$ cat config.mk
export PLATFORM = sky130hd
export DESIGN_NAME = uhie_top
export DESIGN_NICKNAME = d
export VERILOG_FILES = /design/src/rtl/uhie_pkg.sv /design/src/rtl/uhie_enable_bank.sv /design/src/rtl/uhie_event_flags.sv /design/src/rtl/uhie_top.sv
export SDC_FILE = /design/constraint.sdc
export NUM_CORES = 1
export LEC_CHECK = 0
export BUFFER_PORTS_ARGS = -buffer_cell sky130_fd_sc_hd__buf_2
export CAP_MARGIN = 20
export CORE_MARGIN = 4
export CORE_UTILIZATION = 25
export DETAILED_ROUTE_END_ITERATION = 10
export MAX_ROUTING_LAYER = met4
export PLACE_DENSITY_LB_ADDON = 0.25
export SYNTH_ARGS = -nofsm -noshare
export SYNTH_HDL_FRONTEND = slang
export SYNTH_HIERARCHICAL = 1
export SYNTH_SLANG_ARGS = --single-unit
$ cat constraint.sdc
create_clock -name clk -period 4.94 [get_ports clk]
set_input_delay 0.988 -clock clk [delete_from_list [all_inputs] [get_ports clk]]
set_output_delay 0.988 -clock clk [all_outputs]
set_load 0.1 [all_outputs]
$ cat src/rtl/uhie_pkg.sv
// Package for the USB host interrupt enable block: register map, field layout, resets.
// Assumes a 32-bit AXI4-Lite register bus and a single system clock.
package uhie_pkg;

  // ==========================================================================
  // Register offsets (byte addresses)
  localparam logic [15:0] EVENT_FLAGS_OFS  = 16'hD00C;
  localparam logic [15:0] ENABLE_SET_OFS   = 16'hD010;
  localparam logic [15:0] ENABLE_CLEAR_OFS = 16'hD014;
  localparam logic [15:0] IRQ_STATE_OFS    = 16'hD018;

  // ==========================================================================
  // Field positions
  localparam int MASTER_GATE_BIT  = 31;
  localparam int OWNERSHIP_BIT    = 30;
  localparam int ROOT_PORT_BIT    = 6;
  localparam int FRAME_WRAP_BIT   = 5;
  localparam int FATAL_ERROR_BIT  = 4;
  localparam int RESUME_BIT       = 3;
  localparam int FRAME_BEGIN_BIT  = 2;
  localparam int DONE_LIST_BIT    = 1;
  localparam int SCHED_OVERRUN_BIT = 0;

  // Implemented bits: 31, 30 and 6..0 for enables, 30 and 6..0 for events; bits 29..7 are reserved
  localparam logic [31:0] ENABLE_IMPL_MASK = 32'hC000007F;
  localparam logic [31:0] EVENT_IMPL_MASK  = 32'h4000007F;

  // ==========================================================================
  // Reset values and bus answers
  localparam logic [31:0] ENABLE_RESET = 32'h00000000;
  localparam logic [31:0] EVENT_RESET  = 32'h00000000;
  localparam logic [1:0]  RESP_OKAY    = 2'h0;
  localparam logic [1:0]  RESP_SLVERR  = 2'h2;

endpackage

$ cat src/rtl/uhie_enable_bank.sv
// Enable bank: set-only and clear-only write ports on one enable word.
// Assumes one-cycle write strobes from the bus slave.
`timescale 1ns/1ps
module uhie_enable_bank (
  // Clock and reset
  input  wire logic        clk,
  input  wire logic        rst_n,
  // Write strobes and data
  input  wire logic        set_we,
  input  wire logic        clr_we,
  input  wire logic [31:0] wdata,
  input  wire logic [3:0]  wstrb,
  // Enable state
  output      logic [31:0] enable_q
);

  typedef struct packed {
    logic [31:0] en;
  } uhie_bank_state_t;

  uhie_bank_state_t state_r;
  uhie_bank_state_t state_nxt;

  // Byte lanes expand to a bit mask
  function automatic logic [31:0] uhie_lane_mask(input logic [3:0] s);
    uhie_lane_mask = {{8{s[3]}}, {8{s[2]}}, {8{s[1]}}, {8{s[0]}}};
  endfunction

  // ==========================================================================
  // Set and clear; clear runs after set so a simultaneous pair leaves it off
  always_comb begin
    state_nxt = state_r;
    if (set_we) begin
      state_nxt.en = state_r.en | (wdata & uhie_lane_mask(wstrb)
                     & uhie_pkg::ENABLE_IMPL_MASK);
    end
    if (clr_we) begin
      state_nxt.en = state_nxt.en & ~(wdata & uhie_lane_mask(wstrb));
    end
  end

  always_ff @(posedge clk or negedge rst_n) begin
    if (!rst_n) begin
      state_r <= '{en: uhie_pkg::ENABLE_RESET};
    end else begin
      state_r <= state_nxt;
    end
  end

  assign enable_q = state_r.en;

endmodule

$ cat src/rtl/uhie_event_flags.sv
// Event flag word: sticky bits set by controller events, cleared by writing one.
// Assumes event inputs are synchronous one-cycle or level pulses.
`timescale 1ns/1ps
module uhie_event_flags (
  // Clock and reset
  input  wire logic        clk,
  input  wire logic        rst_n,
  // Events and software clear
  input  wire logic [31:0] events,
  input  wire logic        clr_we,
  input  wire logic [31:0] clr_mask,
  // Flag state
  output      logic [31:0] flags_q
);

  typedef struct packed {
    logic [31:0] flags;
  } uhie_flag_state_t;

  uhie_flag_state_t state_r;
  uhie_flag_state_t state_nxt;

  // ==========================================================================
  // Clear first, then set, so an event in the clearing cycle is kept
  always_comb begin
    state_nxt = state_r;
    if (clr_we) begin
      state_nxt.flags = state_r.flags & ~clr_mask;
    end
    state_nxt.flags = state_nxt.flags | (events & uhie_pkg::EVENT_IMPL_MASK);
  end

  always_ff @(posedge clk or negedge rst_n) begin
    if (!rst_n) begin
      state_r <= '{flags: uhie_pkg::EVENT_RESET};
    end else begin
      state_r <= state_nxt;
    end
  end

  assign flags_q = state_r.flags;

endmodule

$ cat src/rtl/uhie_top.sv
// Interrupt enable logic of a USB host controller with an AXI4-Lite register slave.
// Assumes events are synchronous to clk; one clock, asynchronous active-low reset.
`timescale 1ns/1ps

// Function
// - Each enable bit other than bit 31 governs the event flag at the same bit position.
// - The interrupt is raised while any flag is set, its enable set, and the gate set.
// - Writing one to an enable bit sets it and writing zero leaves it alone.
// - Reading the enable register returns all enable bits with no side effect.
// - Bit 31 is the master gate, reset to zero, set by one, zero writes ignored.
// - Bit 30 enables the ownership-change interrupt and resets to zero.
// - Bit 6 enables the root-port change interrupt and resets to zero.
// - Bit 5 enables the frame-count wrap interrupt and resets to zero.
// - Bit 4 enables the fatal-error interrupt and resets to zero.
// - Bit 3 enables the resume-detected interrupt and resets to zero.
// - Bit 2 enables the frame-begin interrupt and resets to zero.
// - Bit 1 enables the done-list-written interrupt and resets to zero.
// - Bit 0 enables the scheduling-overrun interrupt and resets to zero.
// - Event flags are set by events only and cleared by software writing one.
// - Writing one to the clear register clears the matching enable bit.
module uhie_top (
  // Clock and reset
  input  wire logic        clk,
  input  wire logic        rst_n,
  // AXI4-Lite write address
  input  wire logic [15:0] s_axi_awaddr,
  input  wire logic        s_axi_awvalid,
  output      logic        s_axi_awready,
  // AXI4-Lite write data
  input  wire logic [31:0] s_axi_wdata,
  input  wire logic [3:0]  s_axi_wstrb,
  input  wire logic        s_axi_wvalid,
  output      logic        s_axi_wready,
  // AXI4-Lite write response
  output      logic [1:0]  s_axi_bresp,
  output      logic        s_axi_bvalid,
  input  wire logic        s_axi_bready,
  // AXI4-Lite read address
  input  wire logic [15:0] s_axi_araddr,
  input  wire logic        s_axi_arvalid,
  output      logic        s_axi_arready,
  // AXI4-Lite read data
  output      logic [31:0] s_axi_rdata,
  output      logic [1:0]  s_axi_rresp,
  output      logic        s_axi_rvalid,
  input  wire logic        s_axi_rready,
  // Controller events, one bit per flag position
  input  wire logic [31:0] host_events,
  // Controller core view and interrupt
  output      logic        master_irq_gate,
  output      logic [31:0] irq_enable_reg,
  output      logic        irq_out
);

  // ==========================================================================
  // State
  typedef struct packed {
    logic        aw_held;
    logic [15:0] aw_addr;
    logic        w_held;
    logic [31:0] w_data;
    logic [3:0]  w_strb;
    logic        bvalid;
    logic [1:0]  bresp;
    logic        rvalid;
    logic [31:0] rdata;
    logic [1:0]  rresp;
    logic        irq;
  } uhie_top_state_t;

  uhie_top_state_t state_r;
  uhie_top_state_t state_nxt;

  logic [31:0] enable_q;
  logic [31:0] flags_q;
  logic        wr_fire;
  logic        set_we;
  logic        clr_we;
  logic        flag_clr_we;
  logic        irq_state_we;
  logic [31:0] wmask;
  logic        ar_fire;
  logic        pending;

  // Byte lanes expand to a bit mask
  function automatic logic [31:0] uhie_lane_mask(input logic [3:0] s);
    uhie_lane_mask = {{8{s[3]}}, {8{s[2]}}, {8{s[1]}}, {8{s[0]}}};
  endfunction

  // Word-aligned address match against a register offset
  function automatic logic uhie_hit(input logic [15:0] a, input logic [15:0] ofs);
    uhie_hit = (a[15:2] == ofs[15:2]);
  endfunction

  // ==========================================================================
  // Write decode: address and data may arrive in either order
  assign wr_fire      = state_r.aw_held && state_r.w_held && !state_r.bvalid;
  assign set_we       = wr_fire && uhie_hit(state_r.aw_addr, uhie_pkg::ENABLE_SET_OFS);
  assign clr_we       = wr_fire && uhie_hit(state_r.aw_addr, uhie_pkg::ENABLE_CLEAR_OFS);
  assign flag_clr_we  = wr_fire && uhie_hit(state_r.aw_addr, uhie_pkg::EVENT_FLAGS_OFS);
  assign irq_state_we = wr_fire && uhie_hit(state_r.aw_addr, uhie_pkg::IRQ_STATE_OFS);
  assign wmask        = state_r.w_data & uhie_lane_mask(state_r.w_strb);
  assign ar_fire      = s_axi_arvalid && s_axi_arready;

  // Handshake outputs come straight from the holding flags
  assign s_axi_awready = !state_r.aw_held;
  assign s_axi_wready  = !state_r.w_held;
  assign s_axi_arready = !state_r.rvalid;

  // ==========================================================================
  // Enable word with set and clear ports
  uhie_enable_bank u_enable (
    .clk      (clk),
    .rst_n    (rst_n),
    .set_we   (set_we),
    .clr_we   (clr_we),
    .wdata    (state_r.w_data),
    .wstrb    (state_r.w_strb),
    .enable_q (enable_q)
  );

  // Sticky event flags
  uhie_event_flags u_flags (
    .clk      (clk),
    .rst_n    (rst_n),
    .events   (host_events),
    .clr_we   (flag_clr_we),
    .clr_mask (wmask),
    .flags_q  (flags_q)
  );

  // ==========================================================================
  // Interrupt: bitwise pairing of flag and enable, then the master gate
  assign pending = |(flags_q & enable_q & uhie_pkg::EVENT_IMPL_MASK)
                   && enable_q[uhie_pkg::MASTER_GATE_BIT];

  // ==========================================================================
  // Bus channel and read mux logic
  always_comb begin
    state_nxt = state_r;
    // Capture address and data independently
    if (s_axi_awvalid && !state_r.aw_held) begin
      state_nxt.aw_held = 1'b1;
      state_nxt.aw_addr = s_axi_awaddr;
    end
    if (s_axi_wvalid && !state_r.w_held) begin
      state_nxt.w_held = 1'b1;
      state_nxt.w_data = s_axi_wdata;
      state_nxt.w_strb = s_axi_wstrb;
    end
    // Response once both halves are held; the irq state word is read-only
    if (wr_fire) begin
      state_nxt.aw_held = 1'b0;
      state_nxt.w_held  = 1'b0;
      state_nxt.bvalid  = 1'b1;
      if (set_we || clr_we || flag_clr_we || irq_state_we) begin
        state_nxt.bresp = uhie_pkg::RESP_OKAY;
      end else begin
        state_nxt.bresp = uhie_pkg::RESP_SLVERR;
      end
    end else if (state_r.bvalid && s_axi_bready) begin
      state_nxt.bvalid = 1'b0;
    end
    // Reads have no side effect on any register
    if (ar_fire) begin
      state_nxt.rvalid = 1'b1;
      state_nxt.rresp  = uhie_pkg::RESP_OKAY;
      if (uhie_hit(s_axi_araddr, uhie_pkg::ENABLE_SET_OFS) ||
          uhie_hit(s_axi_araddr, uhie_pkg::ENABLE_CLEAR_OFS)) begin
        state_nxt.rdata = enable_q & uhie_pkg::ENABLE_IMPL_MASK;
      end else if (uhie_hit(s_axi_araddr, uhie_pkg::EVENT_FLAGS_OFS)) begin
        state_nxt.rdata = flags_q;
      end else if (uhie_hit(s_axi_araddr, uhie_pkg::IRQ_STATE_OFS)) begin
        state_nxt.rdata = {31'h00000000, pending};
      end else begin
        state_nxt.rdata = 32'h00000000;
        state_nxt.rresp = uhie_pkg::RESP_SLVERR;
      end
    end else if (state_r.rvalid && s_axi_rready) begin
      state_nxt.rvalid = 1'b0;
    end
    // Registered interrupt level, one cycle behind the flags
    state_nxt.irq = pending;
  end

  always_ff @(posedge clk or negedge rst_n) begin
    if (!rst_n) begin
      state_r <= '0;
    end else begin
      state_r <= state_nxt;
    end
  end

  // ==========================================================================
  // Outputs
  assign s_axi_bvalid    = state_r.bvalid;
  assign s_axi_bresp     = state_r.bresp;
  assign s_axi_rvalid    = state_r.rvalid;
  assign s_axi_rdata     = state_r.rdata;
  assign s_axi_rresp     = state_r.rresp;
  assign irq_out         = state_r.irq;
  assign irq_enable_reg  = enable_q;
  assign master_irq_gate = enable_q[uhie_pkg::MASTER_GATE_BIT];

endmodule

==> flow_metrics.env, run 1 <==
export IMPL_ctsHoldBuffers=0
export IMPL_antenna_found_initial=0
export IMPL_fin_util_pct=31.5
export IMPL_ys_types=38
export IMPL_pwr_density_cell_nw_per_um2=476
export IMPL_die_area_um2=27600
export IMPL_ys_seq_area_share_pct=61.2
export IMPL_yosys_warnings=6
export IMPL_vias=4026
export IMPL_clk_latency_ns=0.41
export IMPL_initial_utilization_pct=25.6
export IMPL_cp_max_fo=13
export IMPL_area_growth_synth_to_final_pct=23.1
export IMPL_worstSetupStartpointType="register"
export IMPL_period_minus_slack_ns=2.46
export IMPL_dp_hpwl_mm=10.8
export IMPL_arrival_ns=2.74
export IMPL_gp_congestion=0.792
export IMPL_holdWs_ns=0.477
export IMPL_clkTransAtPathRegs_ns=0.07
export IMPL_ios=182
export IMPL_rows=57
export IMPL_tns_ns=0
export IMPL_ant_nets=0
export IMPL_grt_busiest_layer="met2"
export IMPL_die_y_um=166
export IMPL_cts_buffer_depth=2
export IMPL_post_cts_buffers=0
export IMPL_drive_above_1_share_pct=41.6
export IMPL_post_dp_cell_area_um2=7090
export IMPL_overflow=0
export IMPL_slew_headroom_pct=48.4
export IMPL_cap_viol_max_count=0
export IMPL_drc=0
export IMPL_slew_viol_final=0
export IMPL_yosys_register_bits=153
export IMPL_tightest_slew_ns=0.774
export IMPL_viasPerCell=4.34
export IMPL_root_buffer="clkbuf_16"
export IMPL_use_met2_pct=17.6
export IMPL_chipWidth_um=166
export IMPL_htree_levels=4
export IMPL_drtIter0Drc=137
export IMPL_p_leak_nw=3.68
export IMPL_use_met3_pct=3.69
export IMPL_tritoncts="built"
export IMPL_rsz0062_at_grt="no"
export IMPL_cts_repair_resized=0
export IMPL_synth_cells=469
export IMPL_final_hold_viol_count=0
export IMPL_finalPower_mw=3.67
export IMPL_wire_per_inst_um=16.7
export IMPL_status="complete, no violations"
export IMPL_fin_crit_sh_pct=49.8
export IMPL_grt_first_pass_wirelength_mm=25.0
export IMPL_diodes=0
export IMPL_critPathKind="register to register"
export IMPL_cts_buffers=17
export IMPL_clkSinkCount=153
export IMPL_crit_path_end_kind="register"
export IMPL_first_pass_iters=4
export IMPL_fmax_mhz=406
export IMPL_port_buffers=151
export IMPL_grt_pass1_vias=4439
export IMPL_grt_use_total_pct=11.6
export IMPL_fillers=2475
export IMPL_multiInputGateArea_um2=2030
export IMPL_netlist_area_um2=6260
export IMPL_hold_class="register to register"
export IMPL_seq_area_um2=3830
export IMPL_postSynthAreaPerCell_um2=13.3
export IMPL_nets=698
export IMPL_use_met1_pct=15.0
export IMPL_final_area_um2=7710
export IMPL_wl_mm=15.5
export IMPL_ir_drop_uv=400
export IMPL_skew_ns=0.00844
export IMPL_finalSetupViolCount=0
export IMPL_required_ns=5.22
export IMPL_grt_start_max_net_pins=67
export IMPL_core_area_um2=24500
==> logic make-up (layout without fill, tap and decap cells) <==
kind of cell	count (synthesis)	after routing	share of synthesized area, %
mux	48	48	8.63
compound gates	116	116	14.3
xor+xnor	2	2	0.280
simple gates	85	85	8.59
flops	153	153	61.2
other cells	1	2	0.0599
buf+inv	64	198	6.98
==> path summary, 6_finish.rpt <==
kind	from	endpoint	slack [ns]	cells past startpoint
max	state_r[75]	u_enable/enable_q[17]	2.48	7
min	state_r[62]	u_enable/enable_q[19]	0.48	1
max reg2reg	state_r[75]	u_enable/enable_q[17]	2.48	7
min reg2reg	state_r[62]	u_enable/enable_q[19]	0.48	1
max in group asynchronous	rst_n	u_enable/enable_q[22]	3.33	2
min in group asynchronous	rst_n	state_r[87]	0.56	1
==> sequential cells by signal (all words and copies together), names as in the netlist <==
name               cells
u_enable/enable_q     32
s_axi_bvalid           1
s_axi_rdata           32
u_flags/flags_q       32
s_axi_bresp            1
s_axi_rresp            1
state_r               52
s_axi_rvalid           1
irq_out                1
==> cell usage in the layout, fill, tap and decap left out, drive strengths merged, types with 2 or more instances in the layout <==
cell type / synthesis / final
o21ai: 3 / 3
nand2b: 2 / 2
nor2: 7 / 7
inv: 7 / 13
a221o: 8 / 8
bufinv: 0 / 2
nand4: 3 / 3
nor3: 3 / 3
a21o: 9 / 9
a22o: 23 / 23
nand2: 14 / 14
a21boi: 46 / 46
o22a: 2 / 2
nor2b: 2 / 2
clkinvlp: 0 / 3
conb: 1 / 2
buf: 53 / 159
a22oi: 4 / 4
and3: 2 / 2
clkbuf: 4 / 18
mux2: 48 / 48
dfrtp: 153 / 153
a31oi: 19 / 19
nor4: 6 / 6
clkinv: 0 / 3
and2: 44 / 44
==> cell type report <==
type | count | area share, %
Clock inverter | 14 | 2.08
Inverter | 7 | 0.341
Timing Repair Buffer | 159 | 10.7
Multi-Input combinational cell | 253 | 26.3
Tap cell | 324 | 5.26
Sequential cell | 153 | 49.7
Clock buffer | 18 | 5.70
==> routing by layer <==
metal  wire, um  up-vias
met2       7210      112
met5          0        -
met4        136        0
li1           -     1886
met1       7270     2020
met3        885        8
==> cells in the mapped netlist (all sizes together) <==
library cell | count | area [um^2]
nand4b | 1 | 8.76
xor2 | 1 | 8.76
a22o | 23 | 201
xnor2 | 1 | 8.76
dfrtp | 153 | 3830
a21o | 9 | 67.6
nand4 | 3 | 33.8
nor4 | 6 | 67.6
inv | 7 | 26.3
and2 | 44 | 275
a41oi | 1 | 8.76
conb | 1 | 3.75
nor2b | 2 | 12.5
nand2 | 14 | 52.6
o21ai | 3 | 15.0
a22oi | 4 | 30.0
a221o | 8 | 81.3
buf | 53 | 395
clkbuf | 4 | 15.0
a21boi | 46 | 345
o21a | 1 | 7.51
mux2 | 48 | 541
nor3 | 3 | 26.3
nand2b | 2 | 12.5
and3 | 2 | 12.5
o22a | 2 | 18.8
a31oi | 19 | 119
and2b | 1 | 7.51
nor2 | 7 | 28.8
==> metrics by stage <==
step / cells / setup slack [ns]
finish: 928 / 2.48
global route: 928 / 2.23
CTS: 926 / 2.20
detailed placement: 894 / 2.22
global placement: 894 / 2.32
floorplan: 470 / 2.36
==> critical path, cell delays in order, from the launching register on <==
cell	delay (ns)
dfrtp_1	0.41
inv_1	0.07
nor3_1	0.49
nand4_1	0.34
nor4_2	0.22
buf_4	0.28
and2_1	0.34
a21boi_0	0.15
==> power breakdown <==
| group | leakage [nW] | internal (mW) | total [mW] | switching [mW] |
|---|---|---|---|---|
| registers | 1.97 | 1.48 | 1.69 | 0.213 |
| logic | 1.43 | 0.314 | 0.648 | 0.334 |
| clock network | 0.286 | 0.771 | 1.33 | 0.557 |
(Power assumes the default switching activity.)
==> inputs of run 2 (changes only) <==
clock period = 2.5 ns   (was 4.94 ns; I/O delays follow)
==> run 2 against run 1 <==
  * Flip-flop and latch count unchanged
  * Fmax up 10%
  * Power rose by 94%
  * Highest routed layer unchanged
  * Core utilization is 0.087 points higher
  * First-iteration DRC count is 8.0% higher
  * Worst setup slack got worse by 2.2 ns
  * Largest power group unchanged
  * Clock skew is essentially flat
  * Critical path depth is 1 lower
  * Critical path type unchanged
  * Via count rose by 1.4%
==> flow_metrics.env, run 2 (same netlist as run 1, synthesis figures left out) <==
export IMPL_required_ns=2.77
export IMPL_area_growth_synth_to_final_pct=23.5
export IMPL_ctsHoldBuffers=0
export IMPL_grt_pass1_vias=4495
export IMPL_final_area_um2=7730
export IMPL_tns_ns=0
export IMPL_rows=57
export IMPL_fin_crit_sh_pct=89.2
export IMPL_wire_per_inst_um=16.7
export IMPL_core_area_um2=24500
export IMPL_port_buffers=151
export IMPL_tritoncts="built"
export IMPL_cts_buffers=17
export IMPL_finalSetupViolCount=0
export IMPL_fmax_mhz=448
export IMPL_path_cells="nor4_1 > nand4_1 > nor4_2 > buf_4 > and2_1 > a21boi_0"
export IMPL_tightest_slew_ns=0.618
export IMPL_crit_family="simple AND/OR/NAND/NOR gates"
export IMPL_clkTransAtPathRegs_ns=0.06
export IMPL_dpl_cell_count=899
export IMPL_clkSinkCount=153
export IMPL_drive_above_1_share_pct=41.7
export IMPL_root_buffer="clkbuf_16"
export IMPL_gp_congestion=0.791
export IMPL_diodes=0
export IMPL_initial_utilization_pct=25.6
export IMPL_arrival_ns=2.50
export IMPL_antenna_found_initial=0
export IMPL_vias=4084
export IMPL_wl_mm=15.5
export IMPL_post_cts_buffers=0
export IMPL_dp_hpwl_mm=11.2
export IMPL_post_dp_cell_area_um2=7170
export IMPL_ios=182
export IMPL_hold_class="primary input to async pin"
export IMPL_nets=701
export IMPL_fillers=2474
export IMPL_overflow=0
export IMPL_critPathKind="register to register"
export IMPL_fin_util_pct=31.6
export IMPL_skew_ns=0.00872
export IMPL_ir_drop_uv=906
export IMPL_p_leak_nw=3.70
export IMPL_largest_reg_flops=52
export IMPL_die_area_um2=27600
export IMPL_drtIter0Drc=148
export IMPL_htree_levels=4
export IMPL_pwr_density_cell_nw_per_um2=919
export IMPL_rsz0062_at_grt="no"
export IMPL_status="complete, no violations"
export IMPL_layout_commonest_cell="dfrtp_1"
export IMPL_cp_max_fo=13
export IMPL_clk_latency_ns=0.41
export IMPL_slew_viol_final=0
export IMPL_cap_viol_max_count=0
export IMPL_finalNonFillerCells=931
export IMPL_drc=0
export IMPL_first_pass_iters=4
export IMPL_ant_nets=0
export IMPL_slew_headroom_pct=58.8
export IMPL_grt_use_total_pct=11.8
export IMPL_viasPerCell=4.39
export IMPL_cts_repair_resized=0
export IMPL_chipWidth_um=166
export IMPL_final_cell_mix="dfrtp_1 (153), buf_2 (150), mux2_2 (48), a21boi_0 (46), and2_1 (41)"
export IMPL_worstSetupStartpointType="register"
export IMPL_crit_path_end_kind="register"
export IMPL_top_register="state_r"
export IMPL_cp_slowest_cell="nor4_1"
export IMPL_period_minus_slack_ns=2.23
export IMPL_die_y_um=166
export IMPL_cp_num_buf_inv=1
export IMPL_final_hold_viol_count=0
export IMPL_grt_first_pass_wirelength_mm=25.4
export IMPL_holdWs_ns=0.0595
export IMPL_grt_start_max_net_pins=59
export IMPL_cts_buffer_depth=2
export IMPL_cpPeakStageDelay_ns=0.41
## run 2: cell types whose count changed in the layout (fill, tap and decap cells not counted)
cell	before	now
buf_12	0	3
bufinv_16	2	1
clkbuf_1	0	1
clkinv_2	1	4
clkinvlp_4	3	2
inv_6	5	4
inv_8	1	0
## run 2: worst paths after layout
path / start / endpoint / slack [ns] / cells past startpoint
worst min register to register: state_r[53] / u_enable/enable_q[10] / 0.47 / 1
worst min-delay path: rst_n / u_enable/enable_q[18] / 0.06 / 1
worst max-delay path: state_r[83] / u_enable/enable_q[15] / 0.27 / 6
worst max register to register: state_r[83] / u_enable/enable_q[15] / 0.27 / 6
min in group clk: host_events[6] / u_flags/flags_q[6] / 0.27 / 2
max in group asynchronous: rst_n / state_r[44] / 1.67 / 2
## run 2: layout make-up
type / count / area, um^2 / area share (%)
sequential: 153 / 3830 / 49.5
multi-input combinational: 253 / 2030 / 26.2
timing repair buffer: 162 / 882 / 11.4
clock buffer: 19 / 443 / 5.73
tap: 324 / 405 / 5.25
clock inverter: 13 / 118 / 1.52
inverter: 7 / 26.3 / 0.340
## run 2: per-layer routing
layer / routed length [um] / track usage (%)
met5: 0 / -
met4: 156 / 3.02
met3: 1090 / 4.05
met2: 7230 / 18.0
met1: 7070 / 15.1
## run 2: through the flow
step	power [mW]	setup slack, ns
2_1_floorplan	4.26	0.147
3_3_place_gp	4.66	0.308
3_5_place_dp	4.73	0.192
4_1_cts	7.23	0.182
5_1_grt	7.53	0.0752
6_report	7.11	0.269
## run 2: where the power goes
part / switching (mW) / internal, mW
clock: 1.04 / 1.40
sequential: 0.424 / 2.92
combinational: 0.680 / 0.638
==> inputs of run 3 (changes only) <==
BUFFER_PORTS_ARGS = -buffer_cell sky130_fd_sc_hd__buf_4   (was -buffer_cell sky130_fd_sc_hd__buf_2)
SETUP_SLACK_MARGIN = 0.4   (was default)
==> run 3 against run 2 <==
  * Global-route usage is 0.27 points lower
  * Critical path type unchanged
  * Via count decreased by 1.4%
  * Fmax increased by 16%
==> flow_metrics.env, run 3 (same netlist as run 1, synthesis figures left out) <==
export IMPL_ant_nets=0
export IMPL_pwr_share_comb_pct=19.0
export IMPL_clk_latency_ns=0.41
export IMPL_hold_class="primary input to async pin"
export IMPL_rsz0062_at_grt="no"
export IMPL_reg2regPathDepth=7
export IMPL_rows=57
export IMPL_finalPower_mw=7.23
export IMPL_grt_start_max_net_pins=55
export IMPL_core_area_um2=24500
export IMPL_grt_first_pass_wirelength_mm=24.9
export IMPL_wire_per_inst_um=16.3
export IMPL_seq_power_share_pct=46.3
export IMPL_top_register="state_r"
export IMPL_place_ws_ns=0.362
export IMPL_cp_max_fo=32
export IMPL_vias=4025
export IMPL_tightest_slew_ns=0.626
export IMPL_first_pass_iters=4
export IMPL_fmax_mhz=519
export IMPL_clkSinkCount=153
export IMPL_p_switching_mw=2.19
export IMPL_multiInputGateArea_um2=2050
export IMPL_crit_path_end_kind="register"
export IMPL_period_minus_slack_ns=1.93
export IMPL_antenna_found_initial=0
export IMPL_overflow=0
export IMPL_port_buffers=151
export IMPL_pwr_density_cell_nw_per_um2=886
export IMPL_gp_congestion=0.784
export IMPL_finalSetupViolCount=0
export IMPL_skew_ns=0.00738
export IMPL_grt_use_total_pct=11.5
export IMPL_nets=702
export IMPL_ios=182
export IMPL_seq_area_um2=3830
export IMPL_largest_reg_flops=52
export IMPL_timing_rr_start="state_r[83]"
export IMPL_diodes=0
export IMPL_internal_power_mw=5.04
export IMPL_fin_crit_sh_pct=77.1
export IMPL_dpl_cell_count=900
export IMPL_chipWidth_um=166
export IMPL_drtIter0Drc=123
export IMPL_holdWs_ns=0.0273
export IMPL_slew_headroom_pct=58.3
export IMPL_rr_endpoint="u_flags/flags_q[4]"
export IMPL_cts_buffers=17
export IMPL_tritoncts="built"
export IMPL_viasPerCell=4.32
export IMPL_critPathKind="register to register"
export IMPL_wl_mm=15.2
export IMPL_cap_viol_max_count=0
export IMPL_die_y_um=166
export IMPL_cts_buffer_depth=2
export IMPL_layout_commonest_cell="buf_4"
export IMPL_worstSetupStartpointType="register"
export IMPL_dp_hpwl_mm=11.0
export IMPL_ir_drop_uv=797
export IMPL_clkTransAtPathRegs_ns=0.06
export IMPL_htree_levels=4
export IMPL_arrival_ns=2.23
export IMPL_initial_utilization_pct=25.6
export IMPL_final_hold_viol_count=0
export IMPL_tns_ns=0
export IMPL_drc=0
export IMPL_clock_power_share_pct=34.7
export IMPL_finalNonFillerCells=932
export IMPL_final_cell_mix="buf_4 (159), dfrtp_1 (153), mux2_2 (48), a21boi_0 (46), and2_1 (39)"
export IMPL_area_growth_synth_to_final_pct=30.3
export IMPL_post_cts_buffers=0
export IMPL_p_leak_nw=3.77
export IMPL_slew_viol_final=0
export IMPL_grt_pass1_vias=4398
export IMPL_drive_above_1_share_pct=42.8
export IMPL_fillers=2397
export IMPL_required_ns=2.80
export IMPL_p_sw_share_pct=30.3
export IMPL_root_buffer="clkbuf_16"
export IMPL_status="complete, no violations"
export IMPL_die_area_um2=27600
export IMPL_finalWorstSetupSlack_ns=0.572
export IMPL_ctsHoldBuffers=0
export IMPL_r2r_setup_slack_ns=0.57
[run 3: cell types whose count changed in the layout (fill, tap and decap cells not counted), moves of 2 or more]
cell        before  now
and2_1          41   39
and2_2           0    2
buf_2          150    0
buf_4            8  159
clkinv_2         4    1
clkinvlp_4       2    4
nor3_4           1    3
[run 3: layer usage]
layer / global-route usage, % / up-vias / wire length (um)
met5: - / - / 0
met4: 2.67 / 0 / 99
met3: 4.67 / 5 / 1180
met2: 17.2 / 120 / 7020
met1: 14.8 / 2003 / 6930
li1: - / 1897 / -
[run 3: repair_timing]
action	in CTS	in global routing
gates cloned	0	0
endpoints found under the setup margin	16	17
gates resized for setup	2	1
[run 3: area by class of cell]
cell class | count | share of cell area, %
Clock buffer | 18 | 5.38
Multi-Input combinational cell | 253 | 25.1
Clock inverter | 14 | 1.70
Sequential cell | 153 | 46.9
Tap cell | 324 | 4.97
Inverter | 7 | 0.368
Timing Repair Buffer | 163 | 15.5
[run 3: worst max-delay path, stage by stage (launching register included)]
cell and delay (ns):
dfrtp_1 0.39, nor4_2 0.35, nand4_1 0.20, buf_4 0.21, nor3_4 0.19, buf_12 0.21, nand2_1 0.08, a21o_1 0.17
[run 3: stage by stage]
step,utilization (%),cell area [um^2]
2_1_floorplan,-,6280
3_5_place_dp,31.0,7570
6_report,33.4,8160
4_1_cts,33.3,8150
3_3_place_gp,31.0,7570
5_1_grt,33.4,8160
[run 3: power groups by stage]
| stage | Clock [mW] | Sequential, mW | Combinational [mW] |
|---|---|---|---|
| global route | 2.73 | 3.43 | 1.50 |
| finish | 2.51 | 3.35 | 1.37 |
| detailed placement | 0 | 3.40 | 1.39 |
| floorplan | 0 | 3.30 | 0.987 |
| global placement | 0 | 3.37 | 1.36 |
| CTS | 2.60 | 3.35 | 1.40 |
[run 3: worst max path at each step]
stage                           start                     to  slack [ns]
final                     state_r[83]     u_flags/flags_q[4]        0.57
after global routing      state_r[83]  u_enable/enable_q[28]        0.41
after CTS                 state_r[83]  u_enable/enable_q[27]        0.45
after detailed placement  state_r[83]  u_enable/enable_q[23]        0.36
after global placement    state_r[83]  u_enable/enable_q[13]        0.44
after floorplan           state_r[75]  u_enable/enable_q[10]        0.33
